===== config.mk =====
export PLATFORM = sky130hd
export DESIGN_NAME = motor_pwm_protect_ctrl
export DESIGN_NICKNAME = d
export VERILOG_FILES = /design/src/hw/fault_timer.v /design/src/hw/motor_pwm_protect_ctrl.v
export VERILOG_INCLUDE_DIRS = /design/src /design/src/hw
export SDC_FILE = /design/constraint.sdc
export NUM_CORES = 1
export LEC_CHECK = 0
export ABC_AREA = 1
export BUFFER_PORTS_ARGS = -buffer_cell sky130_fd_sc_hd__buf_2
export CAP_MARGIN = 10
export CORE_ASPECT_RATIO = 1.75
export CORE_MARGIN = 2
export CORE_UTILIZATION = 35
export CTS_CLUSTER_DIAMETER = 50
export CTS_CLUSTER_SIZE = 14
export DETAILED_ROUTE_END_ITERATION = 8
export SYNTH_ARGS = -nofsm -noshare
export SYNTH_HDL_FRONTEND = slang
export SYNTH_HIERARCHICAL = 1
export SYNTH_SLANG_ARGS = --single-unit

===== constraint.sdc =====
create_clock -name mclk -period 9.8 [get_ports mclk]
set_clock_uncertainty 0.15 [all_clocks]
set_input_delay 1.47 -clock mclk [delete_from_list [all_inputs] [get_ports mclk]]
set_output_delay 1.47 -clock mclk [all_outputs]
set_load 0.1 [all_outputs]

===== src/hw/motor_ctrl_defs.vh =====
`ifndef MOTOR_CTRL_DEFS_VH
`define MOTOR_CTRL_DEFS_VH

// ****************************************
// Clock and time bases
// ****************************************
`define CLK_HZ             10000000
`define CLK_PERIOD_NS      100
`define MS_TO_CYC(ms)      ((ms) * (`CLK_HZ / 1000))

// ****************************************
// Protection timing (ms)
// ****************************************
`define RELEASE_TIME_MS    2000
`define UV_DELAY_MS        1200
`define OT1_DELAY_MS       16
`define OT2_DELAY_MS       500
`define OC1_DELAY_MS       10
`define OC2_DELAY_MS       10
`define OC3_DELAY_MS       10
`define STALL_DELAY_MS     10

// ****************************************
// Lamp and display timing
// ****************************************
`define LAMP_HOLD_MS       32000
`define SOC_HOLD_MS        2000
`define ALARM_HALF_MS      250
`define SOC_REFRESH_MS     100

// ****************************************
// Duty scale and thresholds (8-bit codes)
// ****************************************
`define DUTY_FULL          8'hff
`define DUTY_SNAP          8'hf3
`define MIN_DUTY           8'h20
`define UV_LEVEL           8'h60
`define SOC_LEVEL1         8'h80
`define SOC_LEVEL2         8'ha0
`define SOC_LEVEL3         8'hc0
`define OC1_LEVEL          8'h80
`define OC2_LEVEL          8'ha0
`define OC3_LEVEL          8'hc0
`define STALL_LEVEL        8'he0

// ****************************************
// Soft-start step wait choices (cycles)
// ****************************************
`define SS_WAIT_0          16'd2500
`define SS_WAIT_1          16'd10000
`define SS_WAIT_2          16'd20000
`define SS_WAIT_3          16'd40000

`endif


===== src/hw/fault_timer.v =====
`timescale 1ns/1ps
// Counts uninterrupted fault time; trips when it exceeds the delay
module fault_timer #(
    parameter DELAY = 100
) (
    // Clock and reset
    input  wire mclk,
    input  wire rst_b,
    // Condition and result
    input  wire active,
    output reg  trip
);
    reg [31:0] count;

    always @(posedge mclk or negedge rst_b) begin
        if (!rst_b) begin
            count <= 32'h0;
            trip  <= 1'b0;
        end else if (!active) begin
            count <= 32'h0;
            trip  <= 1'b0;
        end else if (count >= DELAY) begin
            trip <= 1'b1;
        end else begin
            count <= count + 32'h1;
        end
    end
endmodule


===== src/hw/motor_pwm_protect_ctrl.v =====
`timescale 1ns/1ps
`include "motor_ctrl_defs.vh"

module motor_pwm_protect_ctrl #(
    parameter PWM_PERIOD  = 5000,
    parameter MIN_DUTY    = `MIN_DUTY,
    parameter RELEASE_CYC = `MS_TO_CYC(`RELEASE_TIME_MS),
    parameter UV_CYC      = `MS_TO_CYC(`UV_DELAY_MS),
    parameter OT1_CYC     = `MS_TO_CYC(`OT1_DELAY_MS),
    parameter OT2_CYC     = `MS_TO_CYC(`OT2_DELAY_MS),
    parameter OC1_CYC     = `MS_TO_CYC(`OC1_DELAY_MS),
    parameter OC2_CYC     = `MS_TO_CYC(`OC2_DELAY_MS),
    parameter OC3_CYC     = `MS_TO_CYC(`OC3_DELAY_MS),
    parameter STALL_CYC   = `MS_TO_CYC(`STALL_DELAY_MS),
    parameter LAMP_CYC    = `MS_TO_CYC(`LAMP_HOLD_MS),
    parameter SOC_CYC     = `MS_TO_CYC(`SOC_HOLD_MS),
    parameter ALARM_CYC   = `MS_TO_CYC(`ALARM_HALF_MS),
    parameter REFRESH_CYC = `MS_TO_CYC(`SOC_REFRESH_MS)
) (
    // Clock and reset
    input  wire       mclk,
    input  wire       rst_b,
    // Trigger switch pin
    input  wire       trigger,
    // Digitised analog measurements
    input  wire [7:0] speed_control_voltage,
    input  wire [7:0] battery_level,
    input  wire [7:0] sense_current,
    // Comparator pins
    input  wire       cell_low,
    input  wire       thermistor_one_hot,
    input  wire       thermistor_two_hot,
    input  wire       thermistor_two_cold,
    // Configuration
    input  wire [1:0] ramp_select,
    // Motor and lamp drive
    output reg        pwm_out,
    output reg        lamp_drive,
    // Charge display
    output reg  [2:0] charge_led,
    // Status
    output reg        protect_active,
    output reg  [6:0] fault_cause
);
    localparam ST_STANDBY = 2'd0;
    localparam ST_ACTIVE  = 2'd1;
    localparam ST_ALERT   = 2'd2;

    // ****************************************
    // Pin synchronisers
    // ****************************************
    reg [2:0] sync_trig;
    reg [2:0] sync_low;
    reg [2:0] sync_oh1;
    reg [2:0] sync_oh2;
    reg [2:0] sync_uc2;
    reg       trig;
    reg       low;
    reg       oh1;
    reg       oh2;
    reg       uc2;

    always @(posedge mclk or negedge rst_b) begin
        if (!rst_b) begin
            sync_trig <= 3'h0;
            sync_low  <= 3'h0;
            sync_oh1  <= 3'h0;
            sync_oh2  <= 3'h0;
            sync_uc2  <= 3'h0;
            trig      <= 1'b0;
            low       <= 1'b0;
            oh1       <= 1'b0;
            oh2       <= 1'b0;
            uc2       <= 1'b0;
        end else begin
            sync_trig <= {sync_trig[1:0], trigger};
            sync_low  <= {sync_low[1:0], cell_low};
            sync_oh1  <= {sync_oh1[1:0], thermistor_one_hot};
            sync_oh2  <= {sync_oh2[1:0], thermistor_two_hot};
            sync_uc2  <= {sync_uc2[1:0], thermistor_two_cold};
            if (sync_trig[1] == sync_trig[2])
                trig <= sync_trig[2];
            if (sync_low[1] == sync_low[2])
                low <= sync_low[2];
            if (sync_oh1[1] == sync_oh1[2])
                oh1 <= sync_oh1[2];
            if (sync_oh2[1] == sync_oh2[2])
                oh2 <= sync_oh2[2];
            if (sync_uc2[1] == sync_uc2[2])
                uc2 <= sync_uc2[2];
        end
    end

    // ****************************************
    // Duty demand and compensated current
    // ****************************************
    reg  [7:0] duty;
    wire [7:0] floor_duty = MIN_DUTY;
    reg  [7:0] demand;
    reg  [7:0] avg_current;
    reg  [15:0] prod;

    always @* begin
        if (speed_control_voltage >= `DUTY_SNAP)
            demand = `DUTY_FULL;
        else if (speed_control_voltage < floor_duty)
            demand = floor_duty;
        else
            demand = speed_control_voltage;
    end

    // Average current = sense peak scaled by duty
    always @* begin
        prod = sense_current * duty;
    end

    always @(posedge mclk or negedge rst_b) begin
        if (!rst_b)
            avg_current <= 8'h0;
        else if (pwm_out)
            avg_current <= prod[15:8];
    end

    // ****************************************
    // Fault detection timers
    // ****************************************
    wire [6:0] trips;
    wire [6:0] conds;
    wire [7:0] oc_levels [0:3];
    reg  [1:0] state;
    wire       run = (state == ST_ACTIVE);

    assign oc_levels[0] = `OC1_LEVEL;
    assign oc_levels[1] = `OC2_LEVEL;
    assign oc_levels[2] = `OC3_LEVEL;
    assign oc_levels[3] = `STALL_LEVEL;
    assign conds[4] = low;
    assign conds[5] = oh1 & run;
    assign conds[6] = (oh2 | uc2) & run;

    genvar g;
    generate
        for (g = 0; g < 4; g = g + 1) begin : oc_gen
            assign conds[g] = run & (avg_current > oc_levels[g]);
            fault_timer #(
                .DELAY (g == 0 ? OC1_CYC : g == 1 ? OC2_CYC : g == 2 ? OC3_CYC : STALL_CYC)
            ) u_oc (
                .mclk   (mclk),
                .rst_b  (rst_b),
                .active (conds[g]),
                .trip   (trips[g])
            );
        end
    endgenerate

    fault_timer #(.DELAY(UV_CYC)) u_uv (
        .mclk   (mclk),
        .rst_b  (rst_b),
        .active (conds[4]),
        .trip   (trips[4])
    );
    fault_timer #(.DELAY(OT1_CYC)) u_ot1 (
        .mclk   (mclk),
        .rst_b  (rst_b),
        .active (conds[5]),
        .trip   (trips[5])
    );
    fault_timer #(.DELAY(OT2_CYC)) u_ot2 (
        .mclk   (mclk),
        .rst_b  (rst_b),
        .active (conds[6]),
        .trip   (trips[6])
    );

    // ****************************************
    // Operating state and release timer
    // ****************************************
    reg [31:0] release_count;
    wire       released = (release_count >= RELEASE_CYC);

    always @(posedge mclk or negedge rst_b) begin
        if (!rst_b)
            release_count <= 32'h0;
        else if (trig || state != ST_ALERT)
            release_count <= 32'h0;
        else if (!released)
            release_count <= release_count + 32'h1;
    end

    always @(posedge mclk or negedge rst_b) begin
        if (!rst_b) begin
            state          <= ST_STANDBY;
            fault_cause    <= 7'h0;
            protect_active <= 1'b0;
        end else begin
            case (state)
                ST_STANDBY: begin
                    if (trips[4]) begin
                        state       <= ST_ALERT;
                        fault_cause <= 7'h10;
                    end else if (trig)
                        state <= ST_ACTIVE;
                end
                ST_ACTIVE: begin
                    if (trips != 7'h0) begin
                        state       <= ST_ALERT;
                        fault_cause <= trips;
                    end else if (!trig)
                        state <= ST_STANDBY;
                end
                ST_ALERT: begin
                    // Undervoltage also needs battery recovered
                    if (released && !(fault_cause[4] && low)) begin
                        state       <= ST_STANDBY;
                        fault_cause <= 7'h0;
                    end
                end
                default: state <= ST_STANDBY;
            endcase
            protect_active <= (state == ST_ALERT);
        end
    end

    // ****************************************
    // Soft start and PWM generation
    // ****************************************
    reg [15:0] ss_count;
    reg [15:0] ss_wait;
    reg [31:0] pwm_count;
    wire [31:0] on_time = (PWM_PERIOD * duty) / 256;

    always @* begin
        case (ramp_select)
            2'd0:    ss_wait = `SS_WAIT_0;
            2'd1:    ss_wait = `SS_WAIT_1;
            2'd2:    ss_wait = `SS_WAIT_2;
            default: ss_wait = `SS_WAIT_3;
        endcase
    end

    always @(posedge mclk or negedge rst_b) begin
        if (!rst_b) begin
            duty     <= 8'h0;
            ss_count <= 16'h0;
        end else if (!run) begin
            duty     <= floor_duty;
            ss_count <= 16'h0;
        end else if (duty > demand || demand == `DUTY_FULL && duty >= `DUTY_SNAP) begin
            duty     <= demand;
            ss_count <= 16'h0;
        end else if (duty < demand) begin
            if (ss_count >= ss_wait) begin
                ss_count <= 16'h0;
                duty     <= duty + 8'h01;
            end else
                ss_count <= ss_count + 16'h1;
        end
    end

    always @(posedge mclk or negedge rst_b) begin
        if (!rst_b) begin
            pwm_count <= 32'h0;
            pwm_out   <= 1'b0;
        end else begin
            if (pwm_count >= PWM_PERIOD - 1)
                pwm_count <= 32'h0;
            else
                pwm_count <= pwm_count + 32'h1;
            if (!run || trips != 7'h0)
                pwm_out <= 1'b0;
            else if (duty == `DUTY_FULL)
                pwm_out <= 1'b1;
            else
                pwm_out <= (pwm_count < on_time);
        end
    end

    // ****************************************
    // Lamp and alarm flashing
    // ****************************************
    reg [31:0] lamp_count;
    reg [31:0] flash_count;
    reg        flash;

    always @(posedge mclk or negedge rst_b) begin
        if (!rst_b) begin
            lamp_count  <= 32'h0;
            flash_count <= 32'h0;
            flash       <= 1'b0;
            lamp_drive  <= 1'b0;
        end else begin
            if (trig)
                lamp_count <= LAMP_CYC;
            else if (lamp_count != 32'h0)
                lamp_count <= lamp_count - 32'h1;
            if (state != ST_ALERT) begin
                flash_count <= 32'h0;
                flash       <= 1'b1;
            end else if (flash_count >= ALARM_CYC - 1) begin
                flash_count <= 32'h0;
                flash       <= ~flash;
            end else
                flash_count <= flash_count + 32'h1;
            if (state == ST_ALERT)
                lamp_drive <= flash;
            else
                lamp_drive <= trig | (lamp_count != 32'h0);
        end
    end

    // ****************************************
    // Charge level and display
    // ****************************************
    reg [31:0] refresh_count;
    reg [31:0] soc_count;
    reg [2:0]  soc_level;
    reg        trig_d;

    always @(posedge mclk or negedge rst_b) begin
        if (!rst_b) begin
            refresh_count <= 32'h0;
            soc_level     <= 3'h0;
            soc_count     <= 32'h0;
            trig_d        <= 1'b0;
            charge_led    <= 3'h0;
        end else begin
            trig_d <= trig;
            if (refresh_count >= REFRESH_CYC - 1) begin
                refresh_count <= 32'h0;
                if (state == ST_STANDBY)
                    soc_level <= {battery_level >= `SOC_LEVEL3, battery_level >= `SOC_LEVEL2,
                                  battery_level >= `SOC_LEVEL1};
            end else
                refresh_count <= refresh_count + 32'h1;
            if (trig && !trig_d)
                soc_count <= SOC_CYC;
            else if (soc_count != 32'h0)
                soc_count <= soc_count - 32'h1;
            charge_led <= (soc_count != 32'h0) ? soc_level : 3'h0;
        end
    end
endmodule


Yosys cells after proc, flatten, opt, wreduce, memory -nomap -nowiden
Index checks and enable logic that the tools add are counted.
W data, S select, Z words.
Storage, ports and cells
  output and inout port bits: 13
  word-level logic and storage cells: 215
  bits in registers: 495
Cells by class
  add/sub/neg operators: 15
  multiply operators: 2
  bitwise operators: 9
  reduce and logical (&&, ||, !) cells: 23
  eq/ne operators: 34
  mux-type cells: 65
  magnitude comparators: 25
Operator list (number)
  $mux W32: 24
  $add A32 B1 Y32 const B: 11
  $ge A32 B17 Y1 const B: 4
  $mux W16: 4
  $reduce_bool A32 Y1: 2
  $sub A32 B1 Y32 const B: 2
  $mux W8: 6
  $pmux W16 S3: 1
  $ge A8 B8 Y1 const B: 5
  $ge A32 B13 Y1 const B: 1
  $ge A32 B18 Y1 const B: 1
  $ge A32 B20 Y1 const B: 1
  $ge A32 B22 Y1 const B: 1
  $ge A32 B23 Y1 const B: 1
  $ge A32 B24 Y1 const B: 1
  $ge A32 B25 Y1 const B: 1
  $gt A8 B8 Y1 const B: 4
  $lt A32 B13 Y1: 1
  $ne A2 B2 Y1 const B: 15
  $mux W7: 3
  $pmux W7 S3: 1
  $mux W1: 19
  $mul A10 B8 Y18 const A: 1
  $add A16 B1 Y16 const B: 1
  other kinds (29): 62

Logic depth before layout (Yosys ltp)
  depth after elaboration: 8
  depth in mapped cells: 24

Hierarchy
Netlist, hierarchy kept.
Modules (own cells, without submodules)
  motor_pwm_protect_ctrl: cells an instance 2245, area an instance 17576.9 sq um, instances 1
  fault_timer at oc_gen[0].u_oc ...: cells an instance 221, area an instance 1810.5 sq um, instances 4
  fault_timer at u_uv: cells an instance 283, area an instance 2189.6 sq um, instances 1
  fault_timer at u_ot2: cells an instance 321, area an instance 2185.8 sq um, instances 1
  fault_timer at u_ot1: cells an instance 251, area an instance 1811.7 sq um, instances 1

Worst setup path before layout
Ideal clock, no wire load.
  path kind: input-to-reg
  start: in sense_current[2]
  end: reg avg_current[7]
  path slack: 4.660 ns
  arrival time: 4.872 ns
  stages: 14
  setup time: 0.118 ns
  data required time: 9.532 ns
  buffers on the path: 1
  cell sequence: clkbuf_1 -> nand2_1 -> fa_1 -> inv_1 -> fa_1 -> fa_1 -> fa_1 -> ha_1 -> a21oi_1 -> o21ai_0 -> a21oi_1 -> nand3_1 -> nand3_1 -> nand2_1
On the way
  longest elaborated chain between the ends: 1
RTL lines
  start: declaration: line motor_pwm_protect_ctrl.v:28  | input wire [7:0] sense_current,
  $mul A8 B8 Y16: line motor_pwm_protect_ctrl.v:114  | prod = sense_current * duty;
  end signal: assignment: line motor_pwm_protect_ctrl.v:121  | avg_current <= prod[15:8];
  end: declaration: line motor_pwm_protect_ctrl.v:100  | reg [7:0] avg_current;
Every way passes these cells.
A chain may end at the register's enable or synchronous reset.

Worst setup path in the final report
  start: reg duty[2]
  end: reg pwm_out
On the way
  longest elaborated chain between the ends: 4
  elaborated cells on any way between the ends: 5
RTL lines
  start: declaration: line motor_pwm_protect_ctrl.v:97  | reg [7:0] duty;
  start signal: assignment: line motor_pwm_protect_ctrl.v:246  | duty <= floor_duty;
  start signal: assignment: line motor_pwm_protect_ctrl.v:249  | duty <= demand;
  start signal: assignment: line motor_pwm_protect_ctrl.v:254  | duty <= duty + 8'h01;
  $mul A10 B8 Y18: line motor_pwm_protect_ctrl.v:230  | wire [31:0] on_time = (PWM_PERIOD * duty) / 256;
  $lt A32 B13 Y1: line motor_pwm_protect_ctrl.v:274  | pwm_out <= (pwm_count < on_time);
  $mux W1 *: line motor_pwm_protect_ctrl.v:271  | else if (duty == `DUTY_FULL)
  $mux W1 *: line motor_pwm_protect_ctrl.v:269  | if (!run || trips != 7'h0)
  end signal: assignment: line motor_pwm_protect_ctrl.v:274
  end: declaration: line motor_pwm_protect_ctrl.v:37  | output reg pwm_out,
Mark *: on every way between the ends. The rest lies on a longest branch, timed or not.

==> reports/metrics.cfg <==
[clocking]
cts_max_level=2
root_buffer=clkbuf_16
clk_pin_slew_worst_paths_ns=0.06
postCtsResizedCells=0
cts-buffers-inserted=52
ctsHoldBuffers=0
ctsLongestPathBuffers=3
clkLatencyLatePin_ns=0.63
clkSinkCount=495
tritoncts=done
post_cts_buffers=0

[critical_path]
cp-start-kind=flip-flop
critical_path_required_ns=10.20
crit_path_cell_trace=inv_1, ha_1, ha_1, inv_1, fa_1, fa_1, inv_1, ha_1, nand2_1, nor3_1, nor2_1, o21ai_0, nand2_1, nand2_1, xor2_1, ha_1, nand2_1, inv_1, nand2_1, a31oi_1, nor2_1, nand2_1, a21oi_1
critical_path.most_common_cell=nand2_1
worstPathMaxFanout=16
timing.critical_path.buf_inv=4
criticalPathCategory=reg -> reg
r2r-start=duty[2]
endpoint_kind=flip-flop
cp-startpoint=duty[2]
crit_slowest_cell=dfrtp_1
slowest_delay_ns=0.79
cp_top_family=adder cells
worstPathArrival_ns=5.54

[detailed_routing]
routedWlPerCell_um=13.1
post-route-drc-count=0
postRouteWirelength_um=68600
drtIter0Drc=1192
via_per_inst=4.74
num_vias=24800
dr.pass1.iters=5
ant_nets=0

[global_route]
busiest_layer=met2
antenna_found_initial=4
use_met1=0.164
grt_pass1_vias=25000
gr-usage-met2=0.301
grt_use_met3=0.0217
grt_start_max_net_pins=152
overflow=0
grt_use_total=0.154
grt_pass1_wl_um=118000

[power]
irDropWorstVdd_mv=0.154
power.internal_mw=4.06
p_leak_nw=16.9
power_mw=6.64
sw_frac_of_total=0.389
p_seq_frac=0.351
power_frac_comb=0.343
switchingPower_mw=2.58
clock_power_share=0.306
powerDensity_mw_per_mm2=195

[synth]
syn_avg_cell_area_um2=7.78
syn_inst=3984
synthDistinctLibCells=58
yosys_warnings=6
synth-async-reset-ratio=1.00
synthesis.area_mm2=0.0310
synth-seq-area-share=0.399
synth_edf_count=0
ys_seq_elements=495
synthFlopType=dfrtp_1

[placed_design]
dp_hpwl_um=49400
numPortBuffers=40
place.gp.congestion=0.894

[floorplan]
dieArea_mm2=0.0911
die_y_um=398
die_w_um=229
core.rowCount=144
io_pins=46
fp.coreArea_mm2=0.0879
start_util=0.353

[cells_and_area]
layout-area-overhead-vs-synth_pct=10.1
multi_input_area_mm2=0.0161
finish.utilization=0.388
drive_gt1_frac=0.109
fillers=9240
fin_nets=4256
seqCellArea_mm2=0.0124

[timing]
timing.fmax_mhz=195
worst_pin_slew_ns=0.929
rsz0062_at_grt=no
relSlewSlack=0.379
min_period_over_period=0.524
slew_viol_final=0
hold_viol_final=0
setup_tns_ns=0
whs_ns=0.200
setup_viol=0
layout_min_cycle_time_ns=5.13

[outcome]
run_status=finished clean

[run]
drv_cap=0

[hold_path]
min_from=sync_trig[0]
holdCritPathClass=reg -> reg

-- power groups by stage --
stage,combinational [mW],sequential [mW],clock [mW]
after floorplan,1.77,2.33,0
after global placement,2.27,2.37,0
after detailed placement,2.30,2.37,0
after CTS,2.32,2.33,2.12
after global routing,2.66,2.35,2.18
final,2.28,2.33,2.03
-- per-stage QoR --
step,cell area [um2],instances,worst slack [ns]
floorplan,31200,4024,4.66
global placement,32400,5155,4.30
detailed placement,32400,5155,4.29
CTS,34100,5240,4.60
global route,34100,5240,4.30
finish,34100,5241,4.67
-- Yosys cell counts (18+ instances only) --
master | n | area share
a21oi_1 | 67 | 0.011
buf_2 | 23 | 0.0037
clkbuf_1 | 27 | 0.0033
dfrtp_1 | 495 | 0.40
fa_1 | 47 | 0.030
ha_1 | 135 | 0.054
inv_1 | 521 | 0.063
inv_2 | 30 | 0.0036
nand2_1 | 981 | 0.12
nand2_2 | 42 | 0.0085
nand2_4 | 18 | 0.0065
nand3_1 | 324 | 0.052
nand3_2 | 23 | 0.0074
nand4_1 | 91 | 0.018
nor2_1 | 497 | 0.060
nor2_2 | 68 | 0.014
nor3_1 | 77 | 0.012
o21ai_0 | 74 | 0.012
o21ai_1 | 19 | 0.0031
o21ai_2 | 54 | 0.015
or2_2 | 18 | 0.0036
xnor2_1 | 38 | 0.011
xor2_1 | 119 | 0.034
-- worst paths after layout --
check,slack (ns),endpoint,cells past startpoint
setup / recovery,4.67,pwm_out,23
hold / removal,0.20,sync_trig[1],0
setup reg to reg,4.67,pwm_out,23
hold reg to reg,0.20,sync_trig[1],0
max in group asynchronous,6.82,u_ot2/count[18],3
min in group asynchronous,0.71,avg_current[2],1
-- layout by cell type (no fill, tap or decap), types with 71 or more instances in the layout --
master / n
nand4_1: 91
o21ai_0: 73
nor2_1: 492
nand3_1: 324
ha_1: 135
inv_1: 521
nor2_2: 71
xor2_1: 119
nor3_1: 77
nand2_1: 981
dfrtp_1: 495
-- kinds of logic after synthesis --
kind of cell / count (synthesis) / share of synthesized area
compound gates: 264 / 0.0533
xor+xnor: 157 / 0.0443
fa+ha+maj: 187 / 0.0864
buf+inv: 645 / 0.0855
flops: 495 / 0.399
other cells: 1 / 0.000121
simple gates: 2235 / 0.331
-- per-layer routing --
layer	wire (um)	up-vias
met5	34	-
met4	2450	6
met3	2150	159
met2	37300	316
met1	26600	11700
li1	-	12600
-- layout make-up --
| class | count | share of cell area |
|---|---|---|
| multi-input combinational | 2884 | 0.473 |
| sequential | 495 | 0.363 |
| inverter | 554 | 0.0611 |
| tap | 1168 | 0.0428 |
| clock buffer | 57 | 0.0392 |
| clock inverter | 28 | 0.0110 |
| timing repair buffer | 54 | 0.00997 |
| antenna | 1 | 0.0000733 |
-- sequential cells by signal, indices dropped and copies added, names as in the netlist, 16 cells and up --
name               count
u_ot2/count           32
refresh_count         32
release_count         32
u_uv/count            32
soc_count             32
oc_gen.u_oc/count    128
u_ot1/count           32
flash_count           32
pwm_count             32
lamp_count            32
ss_count              16
(Power assumes the default switching activity.)
